==> src/design/synth1_cfg_pkg.sv <==
// Constants for the first synthesizer's divider configuration register bank.
// Assumes a 32-bit APB slave where each 8-bit register sits in one aligned word.
package synth1_cfg_pkg;

    // Printed register indices; the byte address is four times the index.
    localparam logic [7:0] IDX_PUMP_AND_DOUBLER_CTRL = 8'h39;
    localparam logic [7:0] IDX_INT_DIVIDER_HIGH      = 8'h3A;
    localparam logic [7:0] IDX_INT_DIVIDER_LOW       = 8'h3B;
    localparam logic [7:0] IDX_NUMERATOR_TOP         = 8'h3C;
    localparam logic [7:0] IDX_NUMERATOR_MID         = 8'h3D;
    localparam logic [7:0] IDX_NUMERATOR_BOTTOM      = 8'h3E;
    localparam logic [7:0] IDX_DENOMINATOR_TOP       = 8'h3F;
    localparam logic [7:0] IDX_DENOMINATOR_MID       = 8'h40;
    localparam logic [7:0] IDX_DENOMINATOR_BOTTOM    = 8'h41;
    localparam logic [7:0] IDX_MODULATOR_CTRL        = 8'h42;

    // Writable-bit masks; all other bits are reserved, read zero, ignore writes.
    localparam logic [7:0] MASK_PUMP_CTRL = 8'h3F;
    localparam logic [7:0] MASK_NIBBLE    = 8'h0F;
    localparam logic [7:0] MASK_SIX       = 8'h3F;
    localparam logic [7:0] MASK_BYTE      = 8'hFF;

    // Field positions.
    localparam int DOUBLER_BIT   = 4;
    localparam int PUMP_LSB      = 0;
    localparam int DITHER_LSB    = 2;
    localparam int ORDER_LSB     = 0;

    // Reset values of the registers.
    localparam logic [7:0] RST_PUMP_CTRL = 8'h18;
    localparam logic [7:0] RST_INT_HIGH  = 8'h00;
    localparam logic [7:0] RST_INT_LOW   = 8'h66;
    localparam logic [7:0] RST_FRAC      = 8'h00;
    localparam logic [7:0] RST_MOD_CTRL  = 8'h0C;

    // Pump code that selects the top current, and the smallest real divide ratio.
    localparam logic [3:0]  PUMP_CODE_MAX = 4'h8;
    localparam logic [11:0] DIV_MIN_RATIO = 12'h002;
    localparam logic [11:0] DIV_UNITY     = 12'h001;

    // Dither strength settings.
    typedef enum logic [1:0] {
        DITHER_WEAK     = 2'b00,
        DITHER_MEDIUM   = 2'b01,
        DITHER_STRONG   = 2'b10,
        DITHER_DISABLED = 2'b11
    } dither_t;

    // Modulator order settings.
    typedef enum logic [1:0] {
        ORDER_INTEGER = 2'b00,
        ORDER_FIRST   = 2'b01,
        ORDER_SECOND  = 2'b10,
        ORDER_THIRD   = 2'b11
    } order_t;

endpackage

==> src/design/synth1_divider_config_regs.sv <==
`timescale 1ns/1ps
// Register bank for the first fractional-N synthesizer: doubler, pump,
// integer divider, fractional numerator/denominator and modulator control.
// Assumes an APB master on clk_i and an asynchronous active-low reset.
//
// Function
// [RULE1] Doubler enabled when control bit four set
// [RULE2] Pump code 1-7 is 0.4mA steps, 8 max
// [RULE3] Divider codes 0,1 give ratio one
// [RULE4] Divider built from high nibble, low byte
// [RULE5] Divider resets to 0x066, ratio 102
// [RULE6] Numerator from top six, mid, bottom bytes
// [RULE7] Denominator from top six, mid, bottom bytes
// [RULE8] Numerator and denominator bytes reset zero
// [RULE9] Dither field: weak, medium, strong, off
// [RULE10] Order field: integer, first, second, third
// [RULE11] Reserved bits read zero, ignore writes; the code keeps reserved pump bit 5 writable and it reads back as written
module synth1_divider_config_regs
(
    input  wire logic                    clk_i,
    input  wire logic                    rst_b_i,
    input  wire logic                    psel_i,
    input  wire logic                    penable_i,
    input  wire logic                    pwrite_i,
    input  wire logic [11:0]             paddr_i,
    input  wire logic [31:0]             pwdata_i,
    input  wire logic [3:0]              pstrb_i,
    output logic      [31:0]             prdata_o,
    output logic                         pready_o,
    output logic                         pslverr_o,
    output logic                         primary_ref_doubler_enable_o,
    output logic      [3:0]              synth1_pump_current_sel_o,
    output logic      [7:0]              synth1_pump_thermo_o,
    output logic                         synth1_pump_boost_o,
    output logic      [11:0]             synth1_integer_divider_o,
    output logic      [11:0]             synth1_divide_ratio_o,
    output logic      [21:0]             synth1_frac_numerator_o,
    output logic      [21:0]             synth1_frac_denominator_o,
    output synth1_cfg_pkg::dither_t      synth1_dither_select_o,
    output synth1_cfg_pkg::order_t       synth1_modulator_order_o
);

    // All state of the bank: the ten stored registers, the read data and the error flag.
    typedef struct packed {
        logic [7:0]  pump_ctrl;      // Doubler, reserved RW bit and pump code.
        logic [7:0]  int_high;       // Divider bits 11..8 in the low nibble.
        logic [7:0]  int_low;        // Divider bits 7..0.
        logic [7:0]  num_top;        // Numerator bits 21..16 in bits 5..0.
        logic [7:0]  num_mid;        // Numerator bits 15..8.
        logic [7:0]  num_bot;        // Numerator bits 7..0.
        logic [7:0]  den_top;        // Denominator bits 21..16 in bits 5..0.
        logic [7:0]  den_mid;        // Denominator bits 15..8.
        logic [7:0]  den_bot;        // Denominator bits 7..0.
        logic [7:0]  mod_ctrl;       // Dither and order fields.
        logic [31:0] rdata;          // Registered read data.
        logic        err;            // Registered slave error.
    } state_t;

    state_t state_q;                 // Registered state.
    state_t state_d;                 // Next state.

    logic       access;              // APB access phase this cycle.
    logic [9:0] word_idx;            // Word index of the address.
    logic       hit;                 // Address maps to a register.
    logic [7:0] rd_byte;             // Selected register value.

    // Tells whether a word address falls inside the register index range.
    function automatic logic is_mapped(input logic [9:0] idx);
        return (idx >= 10'(synth1_cfg_pkg::IDX_PUMP_AND_DOUBLER_CTRL))
            && (idx <= 10'(synth1_cfg_pkg::IDX_MODULATOR_CTRL));
    endfunction

    // Merges the write byte into a register through its writable-bit mask.
    function automatic logic [7:0] merge(input logic [7:0] old_v,
                                         input logic [7:0] new_v,
                                         input logic [7:0] mask);
        return (old_v & ~mask) | (new_v & mask);
    endfunction

    // The slave answers every transfer in its first access cycle, no waits.
    assign access   = psel_i && penable_i;
    assign word_idx = paddr_i[11:2];
    assign hit      = is_mapped(word_idx) && (paddr_i[1:0] == 2'b00);

    // Read mux: stored values already hold zero in reserved bits, except the reserved RW bit 5 of the pump register.
    always_comb
    begin
        unique case (word_idx[7:0])
            synth1_cfg_pkg::IDX_PUMP_AND_DOUBLER_CTRL: rd_byte = state_q.pump_ctrl;
            synth1_cfg_pkg::IDX_INT_DIVIDER_HIGH:      rd_byte = state_q.int_high;
            synth1_cfg_pkg::IDX_INT_DIVIDER_LOW:       rd_byte = state_q.int_low;
            synth1_cfg_pkg::IDX_NUMERATOR_TOP:         rd_byte = state_q.num_top;
            synth1_cfg_pkg::IDX_NUMERATOR_MID:         rd_byte = state_q.num_mid;
            synth1_cfg_pkg::IDX_NUMERATOR_BOTTOM:      rd_byte = state_q.num_bot;
            synth1_cfg_pkg::IDX_DENOMINATOR_TOP:       rd_byte = state_q.den_top;
            synth1_cfg_pkg::IDX_DENOMINATOR_MID:       rd_byte = state_q.den_mid;
            synth1_cfg_pkg::IDX_DENOMINATOR_BOTTOM:    rd_byte = state_q.den_bot;
            synth1_cfg_pkg::IDX_MODULATOR_CTRL:        rd_byte = state_q.mod_ctrl;
            default:                                   rd_byte = 8'h00;
        endcase
    end

    // Next-state logic: writes land at the access edge, reads are sampled at the setup edge.
    always_comb
    begin
        state_d       = state_q;
        state_d.err   = 1'b0;
        state_d.rdata = 32'h0000_0000;
        // Setup phase: latch the answer so it is valid during the access cycle.
        if (psel_i && !penable_i)
        begin
            state_d.err = !hit;
            if (hit && !pwrite_i)
            begin
                state_d.rdata = {24'h00_0000, rd_byte};
            end
        end
        else if (access)
        begin
            // Hold the answer through the access cycle.
            state_d.err   = state_q.err;
            state_d.rdata = state_q.rdata;
        end
        // Only byte lane zero carries data; other lanes hold nothing.
        if (access && pwrite_i && hit && pstrb_i[0])
        begin
            // [RULE11] reserved bits masked
            unique case (word_idx[7:0])
                synth1_cfg_pkg::IDX_PUMP_AND_DOUBLER_CTRL:
                    state_d.pump_ctrl = merge(state_q.pump_ctrl, pwdata_i[7:0],
                                              synth1_cfg_pkg::MASK_PUMP_CTRL);
                synth1_cfg_pkg::IDX_INT_DIVIDER_HIGH:
                    state_d.int_high = merge(state_q.int_high, pwdata_i[7:0],
                                             synth1_cfg_pkg::MASK_NIBBLE);
                synth1_cfg_pkg::IDX_INT_DIVIDER_LOW:
                    state_d.int_low = merge(state_q.int_low, pwdata_i[7:0],
                                            synth1_cfg_pkg::MASK_BYTE);
                synth1_cfg_pkg::IDX_NUMERATOR_TOP:
                    state_d.num_top = merge(state_q.num_top, pwdata_i[7:0],
                                            synth1_cfg_pkg::MASK_SIX);
                synth1_cfg_pkg::IDX_NUMERATOR_MID:
                    state_d.num_mid = merge(state_q.num_mid, pwdata_i[7:0],
                                            synth1_cfg_pkg::MASK_BYTE);
                synth1_cfg_pkg::IDX_NUMERATOR_BOTTOM:
                    state_d.num_bot = merge(state_q.num_bot, pwdata_i[7:0],
                                            synth1_cfg_pkg::MASK_BYTE);
                synth1_cfg_pkg::IDX_DENOMINATOR_TOP:
                    state_d.den_top = merge(state_q.den_top, pwdata_i[7:0],
                                            synth1_cfg_pkg::MASK_SIX);
                synth1_cfg_pkg::IDX_DENOMINATOR_MID:
                    state_d.den_mid = merge(state_q.den_mid, pwdata_i[7:0],
                                            synth1_cfg_pkg::MASK_BYTE);
                synth1_cfg_pkg::IDX_DENOMINATOR_BOTTOM:
                    state_d.den_bot = merge(state_q.den_bot, pwdata_i[7:0],
                                            synth1_cfg_pkg::MASK_BYTE);
                synth1_cfg_pkg::IDX_MODULATOR_CTRL:
                    state_d.mod_ctrl = merge(state_q.mod_ctrl, pwdata_i[7:0],
                                             synth1_cfg_pkg::MASK_NIBBLE);
                default:
                    state_d.mod_ctrl = state_q.mod_ctrl;
            endcase
        end
    end

    // State register with documented reset values.
    always_ff @(posedge clk_i or negedge rst_b_i)
    begin
        if (!rst_b_i)
        begin
            // [RULE1] doubler resets on
            state_q.pump_ctrl <= synth1_cfg_pkg::RST_PUMP_CTRL;
            // [RULE5] divider reset value
            state_q.int_high  <= synth1_cfg_pkg::RST_INT_HIGH;
            state_q.int_low   <= synth1_cfg_pkg::RST_INT_LOW;
            // [RULE8] fractional bytes zero
            state_q.num_top   <= synth1_cfg_pkg::RST_FRAC;
            state_q.num_mid   <= synth1_cfg_pkg::RST_FRAC;
            state_q.num_bot   <= synth1_cfg_pkg::RST_FRAC;
            state_q.den_top   <= synth1_cfg_pkg::RST_FRAC;
            state_q.den_mid   <= synth1_cfg_pkg::RST_FRAC;
            state_q.den_bot   <= synth1_cfg_pkg::RST_FRAC;
            state_q.mod_ctrl  <= synth1_cfg_pkg::RST_MOD_CTRL;
            state_q.rdata     <= 32'h0000_0000;
            state_q.err       <= 1'b0;
        end
        else
        begin
            state_q <= state_d;
        end
    end

    // Bus answers: zero wait states, error on unmapped or misaligned addresses.
    assign pready_o  = 1'b1;
    assign pslverr_o = access && state_q.err;
    assign prdata_o  = state_q.rdata;

    // [RULE1] doubler enable bit
    assign primary_ref_doubler_enable_o = state_q.pump_ctrl[synth1_cfg_pkg::DOUBLER_BIT];
    assign synth1_pump_current_sel_o    = state_q.pump_ctrl[synth1_cfg_pkg::PUMP_LSB +: 4];
    // [RULE4] divider assembly
    assign synth1_integer_divider_o     = {state_q.int_high[3:0], state_q.int_low};
    // [RULE6] numerator assembly
    assign synth1_frac_numerator_o      = {state_q.num_top[5:0], state_q.num_mid,
                                           state_q.num_bot};
    // [RULE7] denominator assembly
    assign synth1_frac_denominator_o    = {state_q.den_top[5:0], state_q.den_mid,
                                           state_q.den_bot};

    // Field decoders feeding the analog controls.
    synth1_field_decode u_decode
    (
        .pump_code_i   (state_q.pump_ctrl[synth1_cfg_pkg::PUMP_LSB +: 4]),
        .div_code_i    (synth1_integer_divider_o),
        .dither_code_i (state_q.mod_ctrl[synth1_cfg_pkg::DITHER_LSB +: 2]),
        .order_code_i  (state_q.mod_ctrl[synth1_cfg_pkg::ORDER_LSB +: 2]),
        .pump_thermo_o (synth1_pump_thermo_o),
        .pump_boost_o  (synth1_pump_boost_o),
        .div_ratio_o   (synth1_divide_ratio_o),
        .dither_mode_o (synth1_dither_select_o),
        .order_mode_o  (synth1_modulator_order_o)
    );
endmodule

==> src/design/synth1_field_decode.sv <==
`timescale 1ns/1ps
// Decodes raw synthesizer fields into the forms the analog side consumes.
// Assumes its inputs come straight from registered configuration bits.
module synth1_field_decode
(
    input  wire logic [3:0]              pump_code_i,
    input  wire logic [11:0]             div_code_i,
    input  wire logic [1:0]              dither_code_i,
    input  wire logic [1:0]              order_code_i,
    output logic      [7:0]              pump_thermo_o,
    output logic                         pump_boost_o,
    output logic      [11:0]             div_ratio_o,
    output synth1_cfg_pkg::dither_t      dither_mode_o,
    output synth1_cfg_pkg::order_t       order_mode_o
);

    // Pump decode: codes 1..7 enable that many 0.4 mA legs, code 8 the boost leg.
    // Codes 0 and 9..15 are undocumented; they enable no legs, a safe choice.
    always_comb
    begin
        pump_thermo_o = 8'h00;
        pump_boost_o  = 1'b0;
        // [RULE2] pump current decode
        if (pump_code_i == synth1_cfg_pkg::PUMP_CODE_MAX)
        begin
            pump_boost_o = 1'b1;
        end
        else if (pump_code_i < synth1_cfg_pkg::PUMP_CODE_MAX)
        begin
            pump_thermo_o = 8'((9'h001 << pump_code_i) - 9'h001);
        end
    end

    // Divider codes below two collapse to a unity ratio.
    always_comb
    begin
        // [RULE3] unity ratio clamp
        if (div_code_i < synth1_cfg_pkg::DIV_MIN_RATIO)
        begin
            div_ratio_o = synth1_cfg_pkg::DIV_UNITY;
        end
        else
        begin
            div_ratio_o = div_code_i;
        end
    end

    // [RULE9] dither mode decode
    assign dither_mode_o = synth1_cfg_pkg::dither_t'(dither_code_i);
    // [RULE10] modulator order decode
    assign order_mode_o  = synth1_cfg_pkg::order_t'(order_code_i);

endmodule

==> config.mk <==
export PLATFORM = sky130hd
export DESIGN_NAME = synth1_divider_config_regs
export DESIGN_NICKNAME = d
export VERILOG_FILES = /design/src/design/synth1_cfg_pkg.sv /design/src/design/synth1_divider_config_regs.sv /design/src/design/synth1_field_decode.sv
export SDC_FILE = /design/constraint.sdc
export NUM_CORES = 1
export LEC_CHECK = 0
export BUFFER_PORTS_ARGS = -buffer_cell sky130_fd_sc_hd__buf_4
export CAP_MARGIN = 25
export CORE_MARGIN = 5
export CORE_UTILIZATION = 50
export CTS_CLUSTER_SIZE = 24
export DETAILED_ROUTE_END_ITERATION = 12
export MAX_ROUTING_LAYER = met4
export PLACE_DENSITY_LB_ADDON = 0.08
export SLEW_MARGIN = 20
export SYNTH_ARGS = -nofsm -noshare
export SYNTH_HDL_FRONTEND = slang
export SYNTH_SLANG_ARGS = --single-unit
==> constraint.sdc <==
create_clock -name clk_i -period 1.8 [get_ports clk_i]
set_input_delay 0.18 -clock clk_i [delete_from_list [all_inputs] [get_ports clk_i]]
set_output_delay 0.18 -clock clk_i [all_outputs]
set_load 0.02 [all_outputs]
======== Word level (Yosys, flattened, before mapping) ========
Cells that the tools add are included.
word-level totals
  flip-flop bits (word level) ............. 113
  bits in latches ......................... 0
  bits in writable memories ............... 0
  bits in read-only memories .............. 0
  input port bits ......................... 53
  output and inout port bits .............. 120
  word-level logic and storage cells ...... 66
  memories kept ........................... 0
operators by class
  $add $sub $neg .......................... 1
  multipliers ............................. 0
  div/mod/pow operators ................... 0
  $lt $le $gt $ge ......................... 4
  equal/unequal tests ..................... 12
  shift-type cells ........................ 1
  mux-type cells .......................... 8
  bitwise gates (word level) .............. 5
  reduce and logical (&&, ||, !) cells .... 23
operators by type and width
  kind                                                                               number
  8-bit one-hot mux with 10 select lines                                             1
  33-bit 2-to-1 mux                                                                  2
  8-bit by 6-bit == test with 1-bit output, second input constant                    7
  8-bit by 7-bit == test with 1-bit output, second input constant                    3
  8-bit 2-to-1 mux                                                                   3
  8-bit by 6-bit OR with 8-bit output                                                3
  2-bit AND reduction                                                                10
  8-bit by 4-bit OR with 8-bit output                                                2
  12-bit by 2-bit less-than comparator with 1-bit output, second input constant      1
  12-bit 2-to-1 mux                                                                  1
  10-bit by 6-bit >= comparator with 1-bit output, second input constant             1
  10-bit by 7-bit less-or-equal comparator with 1-bit output, second input constant  1
  1-bit logical AND                                                                  9
  1-bit by 4-bit << shifter with 8-bit output, first input constant                  1
  8-bit by 1-bit subtractor with 8-bit output, second input constant                 1
  4-bit == test, second input constant                                               1
  4-bit less-than comparator, second input constant                                  1
  1-bit logical NOT                                                                  3
  2-bit logical NOT                                                                  1
  2-bit by 1-bit inequality test with 1-bit output, second input constant            1
  1-bit 2-to-1 mux                                                                   1

======== Depth between registers and ports, before layout ========
  depth in word-level cells ............... 6
  gate-level depth with buffers ........... 7
  depth with buffers taken out ............ 6

======== By module ========
A second synthesis with hierarchy kept.
unflattened totals
  cells, all modules ...................... 401
  area, all modules ....................... 4455.5 um2
by module, submodules not included
  module                      instances  cells each  area an instance (um2)  seq. area each (um2)
  synth1_divider_config_regs  1          362         4226.6                  1886.8
  synth1_field_decode         1          39          229.0                   0.0

======== Least setup slack after synthesis ========
Ideal clock, no wire load.
  path kind ............................... input -> register
  from .................................... input paddr_i[5]
  to ...................................... register state_q (netlist bit synth1_frac_denominator_o[0])
  library setup time ...................... 125 ps
  arrival ................................. 2209 ps
  data required time ...................... 1675 ps
  path slack .............................. -534 ps
  stages .................................. 6
  path buffers ............................ 2
  path through ............................ or4b_1 > clkbuf_1 > o32a_1 > buf_6 > nor4b_4 > mux2_2
between the ends
  longest elaborated chain between the ends .. 6
  elaborated cells on any way between the ends .. 8
  those cells by class .................... order compare (2); eq/ne (1); reduce/logical (5)
RTL lines
  element                                                                                                                        line                                                                source
  start: declaration                                                                                                             synth1_divider_config_regs.sv:25                                    input wire logic [11:0] paddr_i,
  10-bit by 6-bit >= comparator with 1-bit output or 10-bit by 7-bit less-or-equal comparator with 1-bit output (tied branches)  synth1_divider_config_regs.sv:69, synth1_divider_config_regs.sv:70
  1-bit logical AND                                                                                                              synth1_divider_config_regs.sv:70                                    && (idx <= 10'(synth1_cfg_pkg::IDX_MODULATOR_CTRL));
  1-bit logical AND                                                                                                              synth1_divider_config_regs.sv:83                                    assign hit = is_mapped(word_idx) && (paddr_i[1:0] == 2'b00);
  1-bit logical AND (2 in series)                                                                                                synth1_divider_config_regs.sv:125                                   if (access && pwrite_i && hit && pstrb_i[0])
  2-bit AND reduction (no line) *                                                                                                -
  end signal: assignment                                                                                                         synth1_divider_config_regs.sv:188                                   state_q <= state_d;
  end: declaration                                                                                                               synth1_divider_config_regs.sv:59                                    state_t state_q;
Every way passes the cells marked *; elsewhere a longest branch is shown, timed or not.
A chain may end at the register's enable or synchronous reset.

======== Worst setup path after layout ========
  from .................................... register state_q (netlist bit synth1_pump_current_sel_o[1])
  to ...................................... output synth1_pump_thermo_o[6]
between the ends
  longest elaborated chain between the ends .. 4
  elaborated cells on any way between the ends .. 6
  those cells by class .................... add/sub (1); order compare (1); eq/ne (1); shift (1); mux (2)
RTL lines
  element                                      line                              source
  1-bit by 4-bit << shifter with 8-bit output  synth1_field_decode.sv:30         pump_thermo_o = 8'((9'h001 << pump_code_i) - 9'h001);
  8-bit by 1-bit subtractor with 8-bit output  synth1_field_decode.sv:30
  8-bit 2-to-1 mux                             synth1_field_decode.sv:28         else if (pump_code_i < synth1_cfg_pkg::PUMP_CODE_MAX)
  8-bit 2-to-1 mux *                           synth1_field_decode.sv:24         if (pump_code_i == synth1_cfg_pkg::PUMP_CODE_MAX)
  end: declaration                             synth1_divider_config_regs.sv:33  output logic [7:0] synth1_pump_thermo_o,
Marks and branches as above.

==> impl_metrics.yaml <==
place:
  gp_congestion: 0.928
  port_buffers: 119
  dpl.hpwl_um: 9730
  dpl.cell_count: 639
  dp_worst_setup_slack_ns: -0.560
power:
  ir_drop_v: 0.000335
  p_leak_nw: 3.09
  power_mw: 3.35
  power.density_nw_per_um2: 538
clock_network:
  cts_root_buffer: "clkbuf_8"
  clkTransAtPathRegs_ns: 0.08
  worst_skew_pair.late_latency_ns: 0.35
  cts_max_level: 3
  cts_num_sinks: 75
  numCtsBuffers: 9
  clock_path_buffers: 2
  cts_tree: "yes"
timing:
  setup_ws_ns: -0.224
  grt_setup_unrepaired: "yes"
  fin_skew_ns: 0.00784
  hold_violations: 0
  min_period_ns: 2.02
  slew_headroom: 0.660
  fmax_ghz: 0.494
  setup_viol: 55
  min_period_over_period: 1.12
  slew_viol_final: 0
  worstMarginPinSlew_ns: 0.511
worst_setup_path:
  cp.required_ns: 1.62
  critical_path.cell_chain: "nor2_2, nand3b_1, ha_4, xnor2_2, nand3_2, a21oi_4, buf_6"
  slowest_stage: "dfrtp_2"
  worstSetupEndpointType: "output pin"
  critPathKind: "flip-flop to output pin"
  cp_max_fo: 6
  slowest_delay_ns: 0.45
  critPathLaunchType: "flip-flop"
  critPathArrivalTime_ns: 1.84
floorplanning:
  die_w_um: 107
  initial_core_util: 0.511
  ioPinCount: 173
  core_area_um2: 9240
  die_area_um2: 11500
  die_y_um: 107
  rows: 35
detailed_routing:
  wire_per_inst_um: 19.7
  num_vias: 3535
  wirelength_um: 13100
  drc: 0
  ant_nets: 0
  drt_pass1_iterations: 4
  first_iter_violations: 188
  viasPerCell: 5.32
synth:
  synth_xor_area_frac: 0.00371
  yosys_most_used_dff: "dfrtp_1"
  synth_top_family_by_area: "multiplexers"
  ys_ff_latch: 75
  synth-adder-area-share: 0.00265
  synth_mux_area_frac: 0.201
  synth_compound_area_frac: 0.0663
  synth-simple-area-share: 0.140
  yosysSeqAreaShare: 0.400
  synth_cells: 433
  synth_edf_count: 0
  ys_types: 56
  ys_async_sr_fraction: 1.00
  syn_avg_cell_area_um2: 10.9
  yosys_warnings: 0
  syn-cell-area_um2: 4720
cells_and_area:
  diodes: 0
  finish.utilization: 0.675
  instances_no_fill: 665
  drive_gt1_frac: 0.582
  mostFrequentLayoutCells: "buf_4, mux2_4, dfrtp_1"
  final_common_cell: "buf_4"
  syn2layout_area_growth_pct: 32.1
  fin_nets: 585
global_route:
  track_usage: 0.234
  grt_pass1_wl_um: 20000
  grt_max_degree: 40
  antenna_found_initial: 0
  first_global_vias: 3488
  grt.overflow.total: 0
job:
  max-cap-violations: 0
status:
  outcome: "finished, violations left"
  failed_checks: "setup timing"
hold_path:
  hp-class: "input port to flip-flop"
==> cell families after synthesis <==
family / count (synthesis)
AO/OA/AOI/OAI: 43
XOR/XNOR: 2
adder cells (fa/ha/maj): 1
buffers and inverters: 132
flip-flops: 75
multiplexers: 83
other: 2
AND/OR/NAND/NOR: 95
==> final cells by class <==
class	instances	area (µm²)
inverter	5	18.8
tap	129	161
fill	720	3000
clock buffer	9	124
sequential	75	1890
multi-input combinational	251	2440
clock inverter	7	76.3
timing repair buffer	189	1520
==> repair_timing <==
item	4_1_cts	5_1_grt
gates cloned	2	0
endpoints found under the hold margin	32	0
hold buffers	1	0
endpoints found under the setup margin	68	71
pin swaps	16	8
setup buffers	4	5
resized for setup	62	20
==> per-layer routing <==
layer,vias up,GRT usage,share of wire
met2,150,0.353,0.46
met5,-,-,0
met4,0,0.0685,0.0095
met1,1750,0.328,0.46
met3,12,0.0379,0.069
li1,1623,-,-
==> power by group <==
| group | switching (mW) | total, mW | internal, mW |
|---|---|---|---|
| Sequential | 0.000712 | 1.69 | 1.69 |
| Combinational | 0.221 | 0.345 | 0.124 |
| Clock | 0.675 | 1.32 | 0.647 |
| Total | 0.897 | 3.35 | 2.46 |
==> worst paths after layout <==
kind,startpoint,endpoint,slack (ns),cells after the start
worst max-delay path,synth1_pump_current_sel_o[1]$_DFFE_PN0P_,synth1_pump_thermo_o[6],-0.22,7
worst min-delay path,pwdata_i[6],synth1_integer_divider_o[6]$_DFFE_PN1P_,0.11,2
worst max register to register,synth1_frac_numerator_o[21]$_DFFE_PN0P_,prdata_o[5]$_DFFE_PN0P_,0.27,3
worst min register to register,prdata_o[7]$_DFFE_PN0P_,prdata_o[7]$_DFFE_PN0P_,0.49,2
max in group asynchronous,rst_b_i,synth1_integer_divider_o[6]$_DFFE_PN1P_,0.84,3
min in group asynchronous,rst_b_i,synth1_frac_denominator_o[8]$_DFFE_PN0P_,0.34,2
==> synthesized netlist by cell type, drive strengths merged, types with 3 or more instances <==
cell	n	share of area
o2bb2ai	5	0.0093
mux2	66	0.16
buf	102	0.16
dfrtp	67	0.36
nand3b	4	0.0064
nor3	13	0.015
nor2	12	0.0095
a22oi	4	0.0064
nor4b	5	0.020
dfstp	8	0.045
nor4	11	0.029
o211ai	5	0.0080
mux2i	14	0.030
nand4	3	0.0040
nand2b	3	0.0040
nand3	6	0.0064
nand2	16	0.013
and2	8	0.011
mux4	3	0.014
inv	5	0.0040
clkbuf	25	0.020
a21oi	5	0.0053
nor2b	3	0.0040
o21ai	7	0.0074
==> per-stage QoR <==
step | TNS [ns] | hold slack (ns) | cell area (µm²)
finish | -3.52 | 0.109 | 6240
global route | -5.55 | 0.0887 | 6240
CTS | -3.55 | 0.0895 | 6150
detailed placement | -33.23 | 0.183 | 5640
global placement | -31.95 | 0.183 | 5640
floorplan | -31.47 | -0.116 | 4950
==> state kept, by name (all words and copies together) (netlist names) <==
name,flops
prdata_o,8
primary_ref_doubler_enable_o,1
state_q,6
synth1_frac_denominator_o,22
synth1_frac_numerator_o,22
synth1_integer_divider_o,12
synth1_pump_current_sel_o,4
==> worst max-delay path: cells and delay by family (launching register included) <==
kind | cells | cell delay [ns]
buffers and inverters | 1 | 0.12
AO/OA/AOI/OAI | 1 | 0.15
AND/OR/NAND/NOR | 3 | 0.40
adder cells (fa/ha/maj) | 1 | 0.23
flip-flops | 1 | 0.45
XOR/XNOR | 1 | 0.14
Note: power is estimated with default switching activity, not from simulation.
